===== src/slot_ctrl_pkg.sv =====
package slot_ctrl_pkg;

   // ****************************************
   // register map, byte addresses
   // ****************************************
   localparam logic [7:0] control_offset    = 8'h00;
   localparam logic [7:0] status_offset     = 8'h04;
   localparam logic [7:0] int_status_offset = 8'h08;
   localparam logic [7:0] int_enable_offset = 8'h0c;
   localparam logic [7:0] int_clear_offset  = 8'h10;
   localparam logic [7:0] smb_addr_offset   = 8'h14;

   // ****************************************
   // reset values
   // ****************************************
   localparam logic [7:0]  control_reset    = 8'h00;
   localparam logic [2:0]  int_enable_reset = 3'h0;
   localparam logic [3:0]  strap_reset      = 4'h0;

   // ****************************************
   // control register field positions
   // ****************************************
   localparam int slot1_ctl_lsb = 0;
   localparam int slot2_ctl_lsb = 4;

   // ****************************************
   // interrupt bit positions
   // ****************************************
   localparam int irq_slot1_fault = 0;
   localparam int irq_slot2_fault = 1;
   localparam int irq_straps_done = 2;

   // ****************************************
   // slot configuration strap encodings
   // ****************************************
   localparam logic [3:0] cfg_one_slot_no_glue = 4'hf;
   localparam logic [3:0] cfg_single_parallel  = 4'h9;
   localparam logic [3:0] cfg_dual_parallel    = 4'ha;
   localparam int         cfg_hotplug_bit      = 3;

   // ****************************************
   // smbus target address fixed bits
   // ****************************************
   localparam logic smb_bit7 = 1'b1;
   localparam logic smb_bit6 = 1'b1;
   localparam logic smb_bit4 = 1'b0;

   // ****************************************
   // carriers
   // ****************************************
   typedef struct packed {
      logic fault_enable;
      logic reset_release;
      logic indicator_on;
      logic power_on;
   } slot_ctl_t;

   typedef struct packed {
      logic power_enable;
      logic indicator_n;
      logic reset_n;
      logic isolate;
   } slot_pins_t;

   typedef struct packed {
      logic [3:0] slot_config;
      logic [2:0] smb_low;
      logic       smb_bit5;
      logic       captured;
   } strap_t;

   // slot 1 runs in any of the three parallel modes
   function automatic logic slot1_allowed(input logic [3:0] cfg);
      slot1_allowed = cfg[cfg_hotplug_bit] &&
                      (cfg == cfg_one_slot_no_glue || cfg == cfg_single_parallel ||
                       cfg == cfg_dual_parallel);
   endfunction : slot1_allowed

   // slot 2 runs only in dual-slot parallel mode
   function automatic logic slot2_allowed(input logic [3:0] cfg);
      slot2_allowed = cfg[cfg_hotplug_bit] && (cfg == cfg_dual_parallel);
   endfunction : slot2_allowed

endpackage : slot_ctrl_pkg


===== src/parallel_hotplug_slot_control.sv =====
// Notes on behaviour
// - slot 1 power enable is driven only in the 1111, 1001 and 1010 configurations.
// - slot 2 power enable is driven only in dual-slot parallel mode 1010.
// - an enabled slot 1 fault resets and isolates slot 1 at once.
// - in 1010 only, an enabled slot 2 fault resets and isolates slot 2 at once.
// - slot 1 active-low green indicator is driven in the three parallel modes.
// - slot 2 active-low green indicator is driven only in mode 1010.
// - slot 1 active-low reset is driven in the three parallel modes.
// - slot 2 active-low reset is driven only in mode 1010.
// - the smbus address is 1, 1, strap 5, 0, straps 3 to 1, from bit 7 down.
// - straps are taken on the rising edge of power good, then the pins return to use.
// - the top strap bit enables hot plug when high and disables it when low.
`timescale 1ns/1ps
module parallel_hotplug_slot_control (
   // clock and reset
   input  wire logic          ref_clk,
   input  wire logic          rst,
   // apb slave
   input  wire logic          psel,
   input  wire logic          penable,
   input  wire logic          pwrite,
   input  wire logic [7:0]    paddr,
   input  wire logic [31:0]   pwdata,
   output logic [31:0]        prdata,
   output logic               pready,
   output logic               pslverr,
   // power good and straps
   input  wire logic          power_good,
   input  wire logic [3:0]    slot_config_strap,
   input  wire logic          smb_strap5,
   input  wire logic [2:0]    smb_strap_low,
   // slot 1
   input  wire logic          slot1_power_fault_n,
   output logic               slot1_power_enable,
   output logic               slot1_power_indicator_n,
   output logic               slot1_reset_n,
   output logic               slot1_isolate,
   // slot 2
   input  wire logic          slot2_power_fault_n,
   output logic               slot2_power_enable,
   output logic               slot2_power_indicator_n,
   output logic               slot2_reset_n,
   output logic               slot2_isolate,
   // smbus target address and interrupt
   output logic [6:0]         smb_target_address,
   output logic               irq
);

   // ****************************************
   // declarations
   // ****************************************
   slot_ctrl_pkg::strap_t      straps;
   slot_ctrl_pkg::slot_ctl_t   slot1_ctl;
   slot_ctrl_pkg::slot_ctl_t   slot2_ctl;
   slot_ctrl_pkg::slot_pins_t  slot1_pins;
   slot_ctrl_pkg::slot_pins_t  slot2_pins;
   logic [7:0]                 control;
   logic [7:0]                 next_control;
   logic [2:0]                 int_status;
   logic [2:0]                 next_int_status;
   logic [2:0]                 int_enable;
   logic [2:0]                 next_int_enable;
   logic [2:0]                 int_events;
   logic [2:0]                 int_clear;
   logic                       capture_pulse;
   logic                       slot1_mode_ok;
   logic                       slot2_mode_ok;
   logic                       slot1_fault_latched;
   logic                       slot2_fault_latched;
   logic                       slot1_fault_event;
   logic                       slot2_fault_event;
   logic                       access;
   logic                       wr_access;
   logic                       rd_access;
   logic                       hit_control;
   logic                       hit_status;
   logic                       hit_int_status;
   logic                       hit_int_enable;
   logic                       hit_int_clear;
   logic                       hit_smb_addr;
   logic                       hit_any;
   logic                       read_only_hit;
   logic [31:0]                status_word;
   logic [31:0]                read_word;

   // ****************************************
   // strap sampling
   // ****************************************

   strap_capture u_strap_capture (
      .ref_clk           (ref_clk),
      .rst               (rst),
      .power_good        (power_good),
      .slot_config_strap (slot_config_strap),
      .smb_strap5        (smb_strap5),
      .smb_strap_low     (smb_strap_low),
      .straps            (straps),
      .capture_pulse     (capture_pulse)
   );

   // ****************************************
   // mode qualification
   // ****************************************

   assign slot1_mode_ok = straps.captured && slot_ctrl_pkg::slot1_allowed(straps.slot_config);
   assign slot2_mode_ok = straps.captured && slot_ctrl_pkg::slot2_allowed(straps.slot_config);

   // ****************************************
   // smbus address
   // ****************************************

   assign smb_target_address = {slot_ctrl_pkg::smb_bit7, slot_ctrl_pkg::smb_bit6, straps.smb_bit5,
                                slot_ctrl_pkg::smb_bit4, straps.smb_low};

   // ****************************************
   // apb decode
   // ****************************************

   // access phase qualifiers
   assign access    = psel && penable;
   assign wr_access = access && pwrite;
   assign rd_access = access && !pwrite;

   // address hits
   assign hit_control    = (paddr == slot_ctrl_pkg::control_offset);
   assign hit_status     = (paddr == slot_ctrl_pkg::status_offset);
   assign hit_int_status = (paddr == slot_ctrl_pkg::int_status_offset);
   assign hit_int_enable = (paddr == slot_ctrl_pkg::int_enable_offset);
   assign hit_int_clear  = (paddr == slot_ctrl_pkg::int_clear_offset);
   assign hit_smb_addr   = (paddr == slot_ctrl_pkg::smb_addr_offset);
   assign hit_any        = hit_control || hit_status || hit_int_status ||
                           hit_int_enable || hit_int_clear || hit_smb_addr;
   assign read_only_hit  = hit_status || hit_int_status || hit_smb_addr;

   // zero wait states; error on unmapped or writes to read-only words
   assign pready  = access;
   assign pslverr = access && (!hit_any || (pwrite && read_only_hit));

   // ****************************************
   // control and enable registers
   // ****************************************

   // software writes to control and interrupt enable
   assign next_control    = (wr_access && hit_control) ? pwdata[7:0] : control;
   assign next_int_enable = (wr_access && hit_int_enable) ? pwdata[2:0] : int_enable;

   // control fields per slot
   assign slot1_ctl = control[slot_ctrl_pkg::slot1_ctl_lsb +: 4];
   assign slot2_ctl = control[slot_ctrl_pkg::slot2_ctl_lsb +: 4];

   // software register storage
   always_ff @(posedge ref_clk or posedge rst) begin
      if (rst) begin
         control    <= slot_ctrl_pkg::control_reset;
         int_enable <= slot_ctrl_pkg::int_enable_reset;
      end else begin
         control    <= next_control;
         int_enable <= next_int_enable;
      end
   end

   // ****************************************
   // slot logic
   // ****************************************

   slot_unit u_slot1 (
      .ref_clk       (ref_clk),
      .rst           (rst),
      .allowed       (slot1_mode_ok),
      .ctl           (slot1_ctl),
      .power_fault_n (slot1_power_fault_n),
      .pins          (slot1_pins),
      .fault_latched (slot1_fault_latched),
      .fault_event   (slot1_fault_event)
   );

   slot_unit u_slot2 (
      .ref_clk       (ref_clk),
      .rst           (rst),
      .allowed       (slot2_mode_ok),
      .ctl           (slot2_ctl),
      .power_fault_n (slot2_power_fault_n),
      .pins          (slot2_pins),
      .fault_latched (slot2_fault_latched),
      .fault_event   (slot2_fault_event)
   );

   // ****************************************
   // slot pins
   // ****************************************

   assign slot1_power_enable      = slot1_pins.power_enable;
   assign slot1_power_indicator_n = slot1_pins.indicator_n;
   assign slot1_reset_n           = slot1_pins.reset_n;
   assign slot1_isolate           = slot1_pins.isolate;

   assign slot2_power_enable      = slot2_pins.power_enable;
   assign slot2_power_indicator_n = slot2_pins.indicator_n;
   assign slot2_reset_n           = slot2_pins.reset_n;
   assign slot2_isolate           = slot2_pins.isolate;

   // ****************************************
   // interrupts
   // ****************************************

   // event sources
   assign int_events[slot_ctrl_pkg::irq_slot1_fault] = slot1_fault_event;
   assign int_events[slot_ctrl_pkg::irq_slot2_fault] = slot2_fault_event;
   assign int_events[slot_ctrl_pkg::irq_straps_done] = capture_pulse;

   // write-one-to-clear, a new event wins over the clear
   assign int_clear       = (wr_access && hit_int_clear) ? pwdata[2:0] : 3'h0;
   assign next_int_status = int_events | (int_status & ~int_clear);

   // sticky status
   always_ff @(posedge ref_clk or posedge rst) begin
      if (rst) begin
         int_status <= 3'h0;
      end else begin
         int_status <= next_int_status;
      end
   end

   // level interrupt while any enabled bit is set
   assign irq = |(int_status & int_enable);

   // ****************************************
   // read data
   // ****************************************

   // live status word
   assign status_word = {21'h000000,
                         slot2_power_fault_n,
                         slot1_power_fault_n,
                         slot2_fault_latched,
                         slot1_fault_latched,
                         slot2_mode_ok,
                         slot1_mode_ok,
                         straps.captured,
                         straps.slot_config};

   // read mux; write-only and unmapped words read zero
   assign read_word = hit_control    ? {24'h000000, control} :
                      hit_status     ? status_word :
                      hit_int_status ? {29'h00000000, int_status} :
                      hit_int_enable ? {29'h00000000, int_enable} :
                      hit_smb_addr   ? {25'h0000000, smb_target_address} :
                      32'h00000000;

   // read data only during a read access
   assign prdata = rd_access ? read_word : 32'h00000000;

endmodule : parallel_hotplug_slot_control


===== src/slot_unit.sv =====
`timescale 1ns/1ps
module slot_unit (
   // clock and reset
   input  wire logic                   ref_clk,
   input  wire logic                   rst,
   // mode qualification and software control
   input  wire logic                   allowed,
   input  slot_ctrl_pkg::slot_ctl_t    ctl,
   // slot side
   input  wire logic                   power_fault_n,
   output slot_ctrl_pkg::slot_pins_t   pins,
   // state
   output logic                        fault_latched,
   output logic                        fault_event
);

   logic fault_now;
   logic next_fault_latched;
   logic next_power_enable;
   logic next_indicator_n;
   logic power_enable_reg;
   logic indicator_n_reg;
   logic reset_n_now;
   logic isolate_now;

   // live qualified fault
   assign fault_now = allowed && ctl.fault_enable && !power_fault_n;

   // sticky fault, set wins over clear by power-off
   assign next_fault_latched = fault_now || (fault_latched && ctl.power_on);
   assign fault_event        = fault_now && !fault_latched;

   // power drops on fault; unused slot stays off
   assign next_power_enable = allowed && ctl.power_on && !fault_now && !fault_latched;
   assign next_indicator_n  = !(allowed && ctl.indicator_on);

   // fault reset and isolation act at once, not a cycle later
   assign reset_n_now = !allowed || (ctl.reset_release && !fault_now && !fault_latched);
   assign isolate_now = allowed && (fault_now || fault_latched);

   // one driver for the whole pin bundle
   assign pins = slot_ctrl_pkg::slot_pins_t'{power_enable: power_enable_reg, indicator_n: indicator_n_reg,
                                             reset_n: reset_n_now, isolate: isolate_now};

   // registered slot outputs
   always_ff @(posedge ref_clk or posedge rst) begin
      if (rst) begin
         fault_latched    <= 1'b0;
         power_enable_reg <= 1'b0;
         indicator_n_reg  <= 1'b1;
      end else begin
         fault_latched    <= next_fault_latched;
         power_enable_reg <= next_power_enable;
         indicator_n_reg  <= next_indicator_n;
      end
   end

endmodule : slot_unit


===== src/strap_capture.sv =====
`timescale 1ns/1ps
module strap_capture (
   // clock and reset
   input  wire logic                   ref_clk,
   input  wire logic                   rst,
   // strap pins and power good
   input  wire logic                   power_good,
   input  wire logic [3:0]             slot_config_strap,
   input  wire logic                   smb_strap5,
   input  wire logic [2:0]             smb_strap_low,
   // captured values
   output slot_ctrl_pkg::strap_t       straps,
   output logic                        capture_pulse
);

   logic       power_good_prev;
   logic       power_good_rise;
   slot_ctrl_pkg::strap_t next_straps;

   // rising edge of power good
   assign power_good_rise = power_good && !power_good_prev;

   assign next_straps = power_good_rise ?
                        slot_ctrl_pkg::strap_t'{slot_config: slot_config_strap, smb_low: smb_strap_low,
                          smb_bit5: smb_strap5, captured: 1'b1} : straps;

   // edge history
   always_ff @(posedge ref_clk or posedge rst) begin
      if (rst) begin
         power_good_prev <= 1'b0;
      end else begin
         power_good_prev <= power_good;
      end
   end

   // strap latch, reloaded on every rising edge of power good, held in between
   always_ff @(posedge ref_clk or posedge rst) begin
      if (rst) begin
         straps        <= '{slot_config: slot_ctrl_pkg::strap_reset, smb_low: 3'h0,
                            smb_bit5: 1'b0, captured: 1'b0};
         capture_pulse <= 1'b0;
      end else begin
         straps        <= next_straps;
         capture_pulse <= power_good_rise;
      end
   end

endmodule : strap_capture


===== config.mk =====
export PLATFORM = sky130hd
export DESIGN_NAME = parallel_hotplug_slot_control
export DESIGN_NICKNAME = d
export VERILOG_FILES = /design/src/slot_ctrl_pkg.sv /design/src/parallel_hotplug_slot_control.sv /design/src/slot_unit.sv /design/src/strap_capture.sv
export SDC_FILE = /design/constraint.sdc
export NUM_CORES = 1
export LEC_CHECK = 0
export ABC_AREA = 1
export BUFFER_PORTS_ARGS = -buffer_cell sky130_fd_sc_hd__buf_2
export CAP_MARGIN = 20
export CORE_MARGIN = 3
export CORE_UTILIZATION = 46
export CTS_BUF_LIST = sky130_fd_sc_hd__clkbuf_16
export DETAILED_ROUTE_END_ITERATION = 7
export PLACE_DENSITY = 0.81
export RECOVER_POWER = 50
export SYNTH_ARGS = -nofsm -noshare
export SYNTH_HDL_FRONTEND = slang
export SYNTH_HIERARCHICAL = 1
export SYNTH_SLANG_ARGS = --single-unit

===== constraint.sdc =====
create_clock -name ref_clk -period 1.9 [get_ports ref_clk]
set_clock_uncertainty 0.1 [all_clocks]
set_input_delay 0 -clock ref_clk [delete_from_list [all_inputs] [get_ports ref_clk]]
set_output_delay 0 -clock ref_clk [all_outputs]
set_load 0.1 [all_outputs]

==> results of run 1 <==
[worst max-delay path: stages (launching register included)]
cell and delay, ns:
sky130_fd_sc_hd__dfrtp_2 0.41, sky130_fd_sc_hd__inv_1 0.06, sky130_fd_sc_hd__nand4_1 0.15, sky130_fd_sc_hd__a21oi_1 0.19, sky130_fd_sc_hd__buf_4 0.18, sky130_fd_sc_hd__nand3_4 0.10, sky130_fd_sc_hd__a21boi_4 0.20, sky130_fd_sc_hd__buf_12 0.19
[Yosys cell counts, types with 2 or more instances]
cell type                   instances  area [um2]
sky130_fd_sc_hd__a21boi_2           2        22.5
sky130_fd_sc_hd__a21oi_1            9        45.0
sky130_fd_sc_hd__buf_4             33         248
sky130_fd_sc_hd__buf_6              2        22.5
sky130_fd_sc_hd__conb_1             2        7.51
sky130_fd_sc_hd__dfrtp_1           29         726
sky130_fd_sc_hd__dfstp_2            2        52.6
sky130_fd_sc_hd__inv_1             31         116
sky130_fd_sc_hd__inv_2              2        7.51
sky130_fd_sc_hd__nand2_1           72         270
sky130_fd_sc_hd__nand2_2            3        18.8
sky130_fd_sc_hd__nand2_4            3        33.8
sky130_fd_sc_hd__nand3_1           31         155
sky130_fd_sc_hd__nand3_2            3        30.0
sky130_fd_sc_hd__nor2_1            16        60.1
sky130_fd_sc_hd__nor2_2             3        18.8
sky130_fd_sc_hd__nor2_4             3        33.8
sky130_fd_sc_hd__o2111ai_1          3        26.3
sky130_fd_sc_hd__o21ai_0           11        55.1
sky130_fd_sc_hd__o21ai_2            3        26.3
sky130_fd_sc_hd__o21bai_1           2        15.0
[per-layer routing]
metal,track usage (%),part of all wire (%),up-vias
li1,-,-,963
met1,27.4,39,933
met2,36.5,50,98
met3,5.06,7.4,23
met4,9.63,3.3,0
met5,0,0,-
[what timing repair did]
action | 4_1_cts | 5_1_grt
setup endpoints to repair | 3 | 5
pin swaps | 0 | 5
resized for setup | 2 | 6
hold endpoints to repair | 55 | 0
setup buffers | 0 | 3
gates cloned | 0 | 0
hold buffers | 23 | 0
[report_power, final]
part | leakage (nW) | internal [mW] | switching, mW
Sequential | 0.379 | 0.697 | 0.0337
Combinational | 1.05 | 0.129 | 0.501
Clock | 0.0701 | 0.469 | 0.265
[how the worst min path moves through the flow]
stage | startpoint | endpoint | slack (ns)
2_1_floorplan | rst | u_slot1/fault_latched$_DFF_PP0_ | -0.35
3_3_place_gp | rst | u_slot2/fault_latched$_DFF_PP0_ | -0.19
3_5_place_dp | rst | u_slot2/fault_latched$_DFF_PP0_ | -0.18
4_1_cts | rst | u_slot2/power_enable_reg$_DFF_PP0_ | 0.08
5_1_grt | rst | u_slot2/fault_latched$_DFF_PP0_ | 0.14
6_report | rst | u_slot2/fault_latched$_DFF_PP0_ | 0.1
[kinds of logic (layout without fill, tap and decap cells)]
logic type,Yosys count,in the layout,synth area share [%]
other,2,24,0.361
xor gates and xnor gates,1,1,0.421
AOI/OAI and AO/OA,31,31,9.56
DFF,31,31,37.4
and+or+nand+nor,138,138,32.4
buffers and inverters,71,129,19.9
[final cells by class]
type                            count  area, um2
Multi-Input combinational cell    194       1030
Tap cell                           50       62.6
Fill cell                         310       1290
Clock inverter                      3       11.3
Sequential cell                    31        779
Timing Repair Buffer               86        742
Clock buffer                        5        125
Inverter                           35        139
[through the flow]
stage | instance area [um2] | hold slack [ns] | setup TNS [ns]
CTS | 2870 | 0.0772 | 0
finish | 2890 | 0.0966 | 0
detailed placement | 2490 | -0.184 | 0
global placement | 2490 | -0.191 | 0
floorplan | 2220 | -0.347 | -0.327
global route | 2890 | 0.141 | -0.0914
==> impl_metrics.csv, run 1 <==
group,metric,value,unit
final_layout,post-route-util,69.1,%
route,remaining_drc_errors,0,
clock_tree,ctsLongestPathBuffers,2,
critical_path,criticalPathCategory,"flop to output port",
critical_path,critical_path.startpoint,"u_strap_capture/straps[7]$_DFFE_PP0P_",
final_layout,largest_register,"u_strap_capture/straps",
pwr,total_power,2.09,mW
final_layout,biggestRegsByFlops,"u_strap_capture/straps: 9 flops, control: 8 flops",
route,via_count,2017,
sta,layout_worst_path_cycle_share,98.0,%
sta,slew_headroom,22.9,%
sta,maxClockFrequency,537,MHz
clock_tree,tritoncts,"built",
critical_path,r2r_start,"u_strap_capture/straps[7]$_DFFE_PP0P_",
critical_path,crit_fanout,6,
sta,report.final.slew_viol_count,0,
yosys,postSynth.asyncResetShare,100,%
die,rows,23,
critical_path,crit_path_end,"slot1_isolate",
place,dp_cells,370,
critical_path,worst-endpoint-required,1.80,ns
place,numPortBuffers,57,
place,gp_routability_congestion,0.862,
critical_path,number_of_cells_on_the_worst_reg_to_reg_path,7,
sta,final_hold_viol_count,0,
clock_tree,cts-htree-levels,2,
yosys,synthesis.area,2080,um2
critical_path,r2r_setup_slk,0.35,ns
final_layout,antenna_cells_inserted,0,
grt,antenna_found_initial,0,
place,place_worst_setup_slack,0.229,ns
route,pre_antenna_drt_iters,4,
die,horizontal_extent_of_the_die,73.3,um
route,post_drt_via_cell_ratio,4.99,
route,wire_per_inst,14.0,um
pwr,leakage,1.50,nW
route,drt_wl_total,5.66,mm
final_layout,final_common_cell,"sky130_fd_sc_hd__nand2_1",
die,die_outline_area,5370,um2
clock_tree,cts_buffers,5,
yosys,synth_seq_area_share,37.4,%
die,initial_core_util,49.9,%
yosys,synth-main-ff-cell,"sky130_fd_sc_hd__dfrtp_1",
final_layout,layout_common_cells,"sky130_fd_sc_hd__nand2_1 (73), sky130_fd_sc_hd__buf_2 (40), sky130_fd_sc_hd__inv_1 (32)",
flow_run,maxCapViolCount,0,
yosys,post_synthesis_mean_instance_area,7.60,um2
clock_tree,ctsRootBufferMaster,"sky130_fd_sc_hd__clkbuf_16",
sta,period_minus_slack,1.86,ns
clock_tree,clock_sinks,31,
die,io_pins,106,
critical_path,regToRegEndpoint,"int_status[0]$_DFF_PP0_",
route,ant_nets,0,
pwr,max-vdd-ir-drop,0.000516,V
grt,total_routing_usage_reported_by_global_routing,22.1,%
min_path,worstHoldPathType,"input port to async pin",
sta,finalSetupViolations,0,
pwr,p_per_area,726,nW/um2
final_layout,layout.nets,409,
grt,via_count_of_the_first_global_routing_pass,1927,
critical_path,cp.arrival,1.76,ns
die,vert_die_dim,73.3,um
yosys,ys_types,30,
grt,grt_max_degree,15,
critical_path,critPathCaptureType,"output port",
run_status,status,"complete, no violations",
die,fp.coreArea,4170,um2
grt,wire_length_of_the_first_global_routing_pass,8.97,mm
clock_tree,clkLatencyLatePin,0.28,ns
final_layout,largest_register_ff_count,9,
yosys,synth.ff_latch_count,31,
final_layout,synthToLayoutAreaGrowth,38.6,%
sta,grt_setup_unrepaired,"yes",
final_layout,layout-drive-gt1-share,29.1,%
grt,grt-ovfl-total,0,
yosys,yosysWarningCount,6,
clock_tree,clk_pin_slew_worst_paths,0.05,ns
yosys,synth_edf_count,0,
place,hpwlAfterDp,3.88,mm
yosys,post_synth_inst_count,274,
route,detailedRoute.firstIterationViolations,193,
critical_path,setup.worst_path.start_class,"flop",
sta,finalWorstSetupSlack,0.0378,ns
sta,worst-slew-pin-transition,1.16,ns
final_layout,final_cell_count_no_fill,404,
No activity file was read; power rests on OpenSTA's default activity.
==> run 2, diff against run 1 <==
--- a/config.mk
+++ b/config.mk
@@ -8,11 +8,13 @@
 export ABC_AREA = 1
 export BUFFER_PORTS_ARGS = -buffer_cell sky130_fd_sc_hd__buf_2
 export CAP_MARGIN = 20
+export CELL_PAD_IN_SITES_DETAIL_PLACEMENT = 2
+export CELL_PAD_IN_SITES_GLOBAL_PLACEMENT = 2
 export CORE_MARGIN = 3
-export CORE_UTILIZATION = 46
+export CORE_UTILIZATION = 24
 export CTS_BUF_LIST = sky130_fd_sc_hd__clkbuf_16
 export DETAILED_ROUTE_END_ITERATION = 7
-export PLACE_DENSITY = 0.81
+export PLACE_DENSITY_LB_ADDON = 0.1
 export RECOVER_POWER = 50
 export SYNTH_ARGS = -nofsm -noshare
 export SYNTH_HDL_FRONTEND = slang
==> impl_metrics.csv, run 2 (synthesized netlist as in run 1, its figures left out) <==
group,metric,value,unit
route,remaining_drc_errors,0,
sta,slew_headroom,23.2,%
sta,finalWorstSetupSlack,0.00662,ns
sta,grt_setup_unrepaired,"yes",
final_layout,antenna_cells_inserted,0,
grt,total_routing_usage_reported_by_global_routing,14.2,%
clock_tree,clock_sinks,31,
sta,report.final.slew_viol_count,0,
route,dr_wl_met3,286,um
final_layout,largest_register,"u_strap_capture/straps",
clock_tree,cts-htree-levels,2,
flow_run,maxCapViolCount,0,
die,initial_core_util,25.0,%
route,highest_layer_used_for_signal_routing,"met4",
sta,finalSetupViolations,0,
place,gp_routability_congestion,0.732,
clock_tree,clk_pin_slew_worst_paths,0.05,ns
min_path,worstHoldPathType,"input port to async pin",
sta,worst-slew-pin-transition,1.16,ns
sta,final_hold_viol_count,0,
grt,grt_max_degree,15,
clock_tree,clkLatencyLatePin,0.27,ns
pwr,power.share.switching,36.5,%
pwr,seq_power_share,32.3,%
pwr,total_power,2.28,mW
sta,period_minus_slack,1.89,ns
critical_path,cp.arrival,1.79,ns
final_layout,post-route-util,36.3,%
place,hpwlAfterDp,5.24,mm
final_layout,layout.nets,409,
final_layout,largest_register_ff_count,9,
grt,antenna_found_initial,0,
die,die_outline_area,9830,um2
critical_path,worst-endpoint-required,1.80,ns
critical_path,r2r_setup_slk,0.36,ns
final_layout,layout-drive-gt1-share,31.9,%
critical_path,crit_fanout,4,
final_layout,final_common_cell,"sky130_fd_sc_hd__nand2_1",
final_layout,biggestRegsByFlops,"u_strap_capture/straps: 9 flops, control: 8 flops",
clock_tree,cts_buffers,5,
pwr,internal_power,1.45,mW
route,detailedRoute.firstIterationViolations,40,
pwr,p_per_area,751,nW/um2
final_layout,layout_common_cells,"sky130_fd_sc_hd__nand2_1 (72), sky130_fd_sc_hd__buf_2 (39), sky130_fd_sc_hd__nand3_1 (31)",
route,ant_nets,0,
route,wire_per_inst,14.4,um
run_status,status,"complete, no violations",
critical_path,r2r_start,"u_strap_capture/straps[7]$_DFFE_PP0P_",
pwr,share_clk_of_total_power,39.6,%
critical_path,number_of_cells_on_the_worst_reg_to_reg_path,6,
pwr,switching_power,0.830,mW
grt,grt-ovfl-total,0,
clock_tree,ctsLongestPathBuffers,2,
final_layout,synthToLayoutAreaGrowth,45.5,%
route,route.layer.met1.wl,2.90,mm
route,wl_met2,3.36,mm
final_layout,final.fill_count,971,
clock_tree,tritoncts,"built",
route,via_count,1999,
route,drt_wl_total,6.60,mm
route,pre_antenna_drt_iters,4,
pwr,max-vdd-ir-drop,0.000290,V
die,rows,33,
place,numPortBuffers,57,
die,io_pins,106,
die,fp.coreArea,8340,um2
pwr,leakage,1.54,nW
sta,layout_worst_path_cycle_share,99.7,%
pwr,power.combinational.fraction,28.2,%
sta,maxClockFrequency,528,MHz
place,place_worst_setup_slack,0.160,ns
clock_tree,ctsRootBufferMaster,"sky130_fd_sc_hd__clkbuf_16",
critical_path,setup.worst_path.start_class,"flop",
grt,wire_length_of_the_first_global_routing_pass,11.0,mm
grt,via_count_of_the_first_global_routing_pass,2164,
die,horizontal_extent_of_the_die,99.1,um
critical_path,regToRegEndpoint,"int_status[1]$_DFF_PP0_",
die,vert_die_dim,99.1,um
critical_path,criticalPathCategory,"flop to output port",
critical_path,critPathCaptureType,"output port",
route,post_drt_via_cell_ratio,4.36,
[run 2: worst max-delay path by stage]
stage                                          startpoint  cells past startpoint             to
global placement    u_strap_capture/straps[7]$_DFFE_PP0P_                      7  slot1_reset_n
CTS                 u_strap_capture/straps[6]$_DFFE_PP0P_                      6  slot1_isolate
global route        u_strap_capture/straps[7]$_DFFE_PP0P_                      7      prdata[5]
finish              u_strap_capture/straps[7]$_DFFE_PP0P_                      7      prdata[5]
floorplan           u_strap_capture/straps[4]$_DFFE_PP0P_                      4      prdata[2]
detailed placement  u_strap_capture/straps[6]$_DFFE_PP0P_                      7  slot1_reset_n
[run 2: worst max-delay path, cell delays in order (launching register included)]
cell	delay, ns
sky130_fd_sc_hd__dfrtp_2	0.44
sky130_fd_sc_hd__inv_2	0.05
sky130_fd_sc_hd__nand4_1	0.18
sky130_fd_sc_hd__a21oi_4	0.31
sky130_fd_sc_hd__buf_6	0.14
sky130_fd_sc_hd__nand2_4	0.04
sky130_fd_sc_hd__a21oi_4	0.17
sky130_fd_sc_hd__buf_12	0.19
[run 2: area by class of cell]
type	instances	area [um2]	share of cell area, %
inverter	35	139	4.58
multi-input combinational	194	1050	34.8
timing repair buffer	86	759	25.1
sequential	31	781	25.8
clock buffer	5	125	4.13
tap	105	131	4.34
clock inverter	3	38.8	1.28
[run 2: per-stage QoR]
stage,hold slack (ns),cell area [um2],instances,TNS (ns)
floorplan,-0.347,2220,296,-0.327
global placement,-0.174,2590,426,0
detailed placement,-0.175,2590,426,0
CTS,0.0808,2990,456,0
global route,0.157,3030,459,-0.330
finish,0.128,3030,459,0
[run 2: repair_timing]
| item | in CTS | in global routing |
|---|---|---|
| endpoints found under the hold margin | 53 | 0 |
| setup buffers | 1 | 3 |
| hold buffers | 21 | 0 |
| setup endpoints to repair | 3 | 6 |
| resized for setup | 5 | 11 |
| pin swaps | 2 | 5 |
[run 2: per-layer routing]
layer | vias up | track usage [%]
li1 | 966 | -
met1 | 975 | 18.0
met2 | 54 | 24.9
met3 | 4 | 3.02
met4 | 0 | 2.84
met5 | - | 0
[run 2: power groups by stage]
| stage | Combinational (mW) | Clock [mW] | Sequential [mW] |
|---|---|---|---|
| 5_1_grt | 0.682 | 0.966 | 0.740 |
| 3_5_place_dp | 0.583 | 0 | 0.743 |
| 6_report | 0.641 | 0.901 | 0.734 |
| 4_1_cts | 0.628 | 0.930 | 0.732 |
| 2_1_floorplan | 0.445 | 0 | 0.811 |
| 3_3_place_gp | 0.574 | 0 | 0.742 |
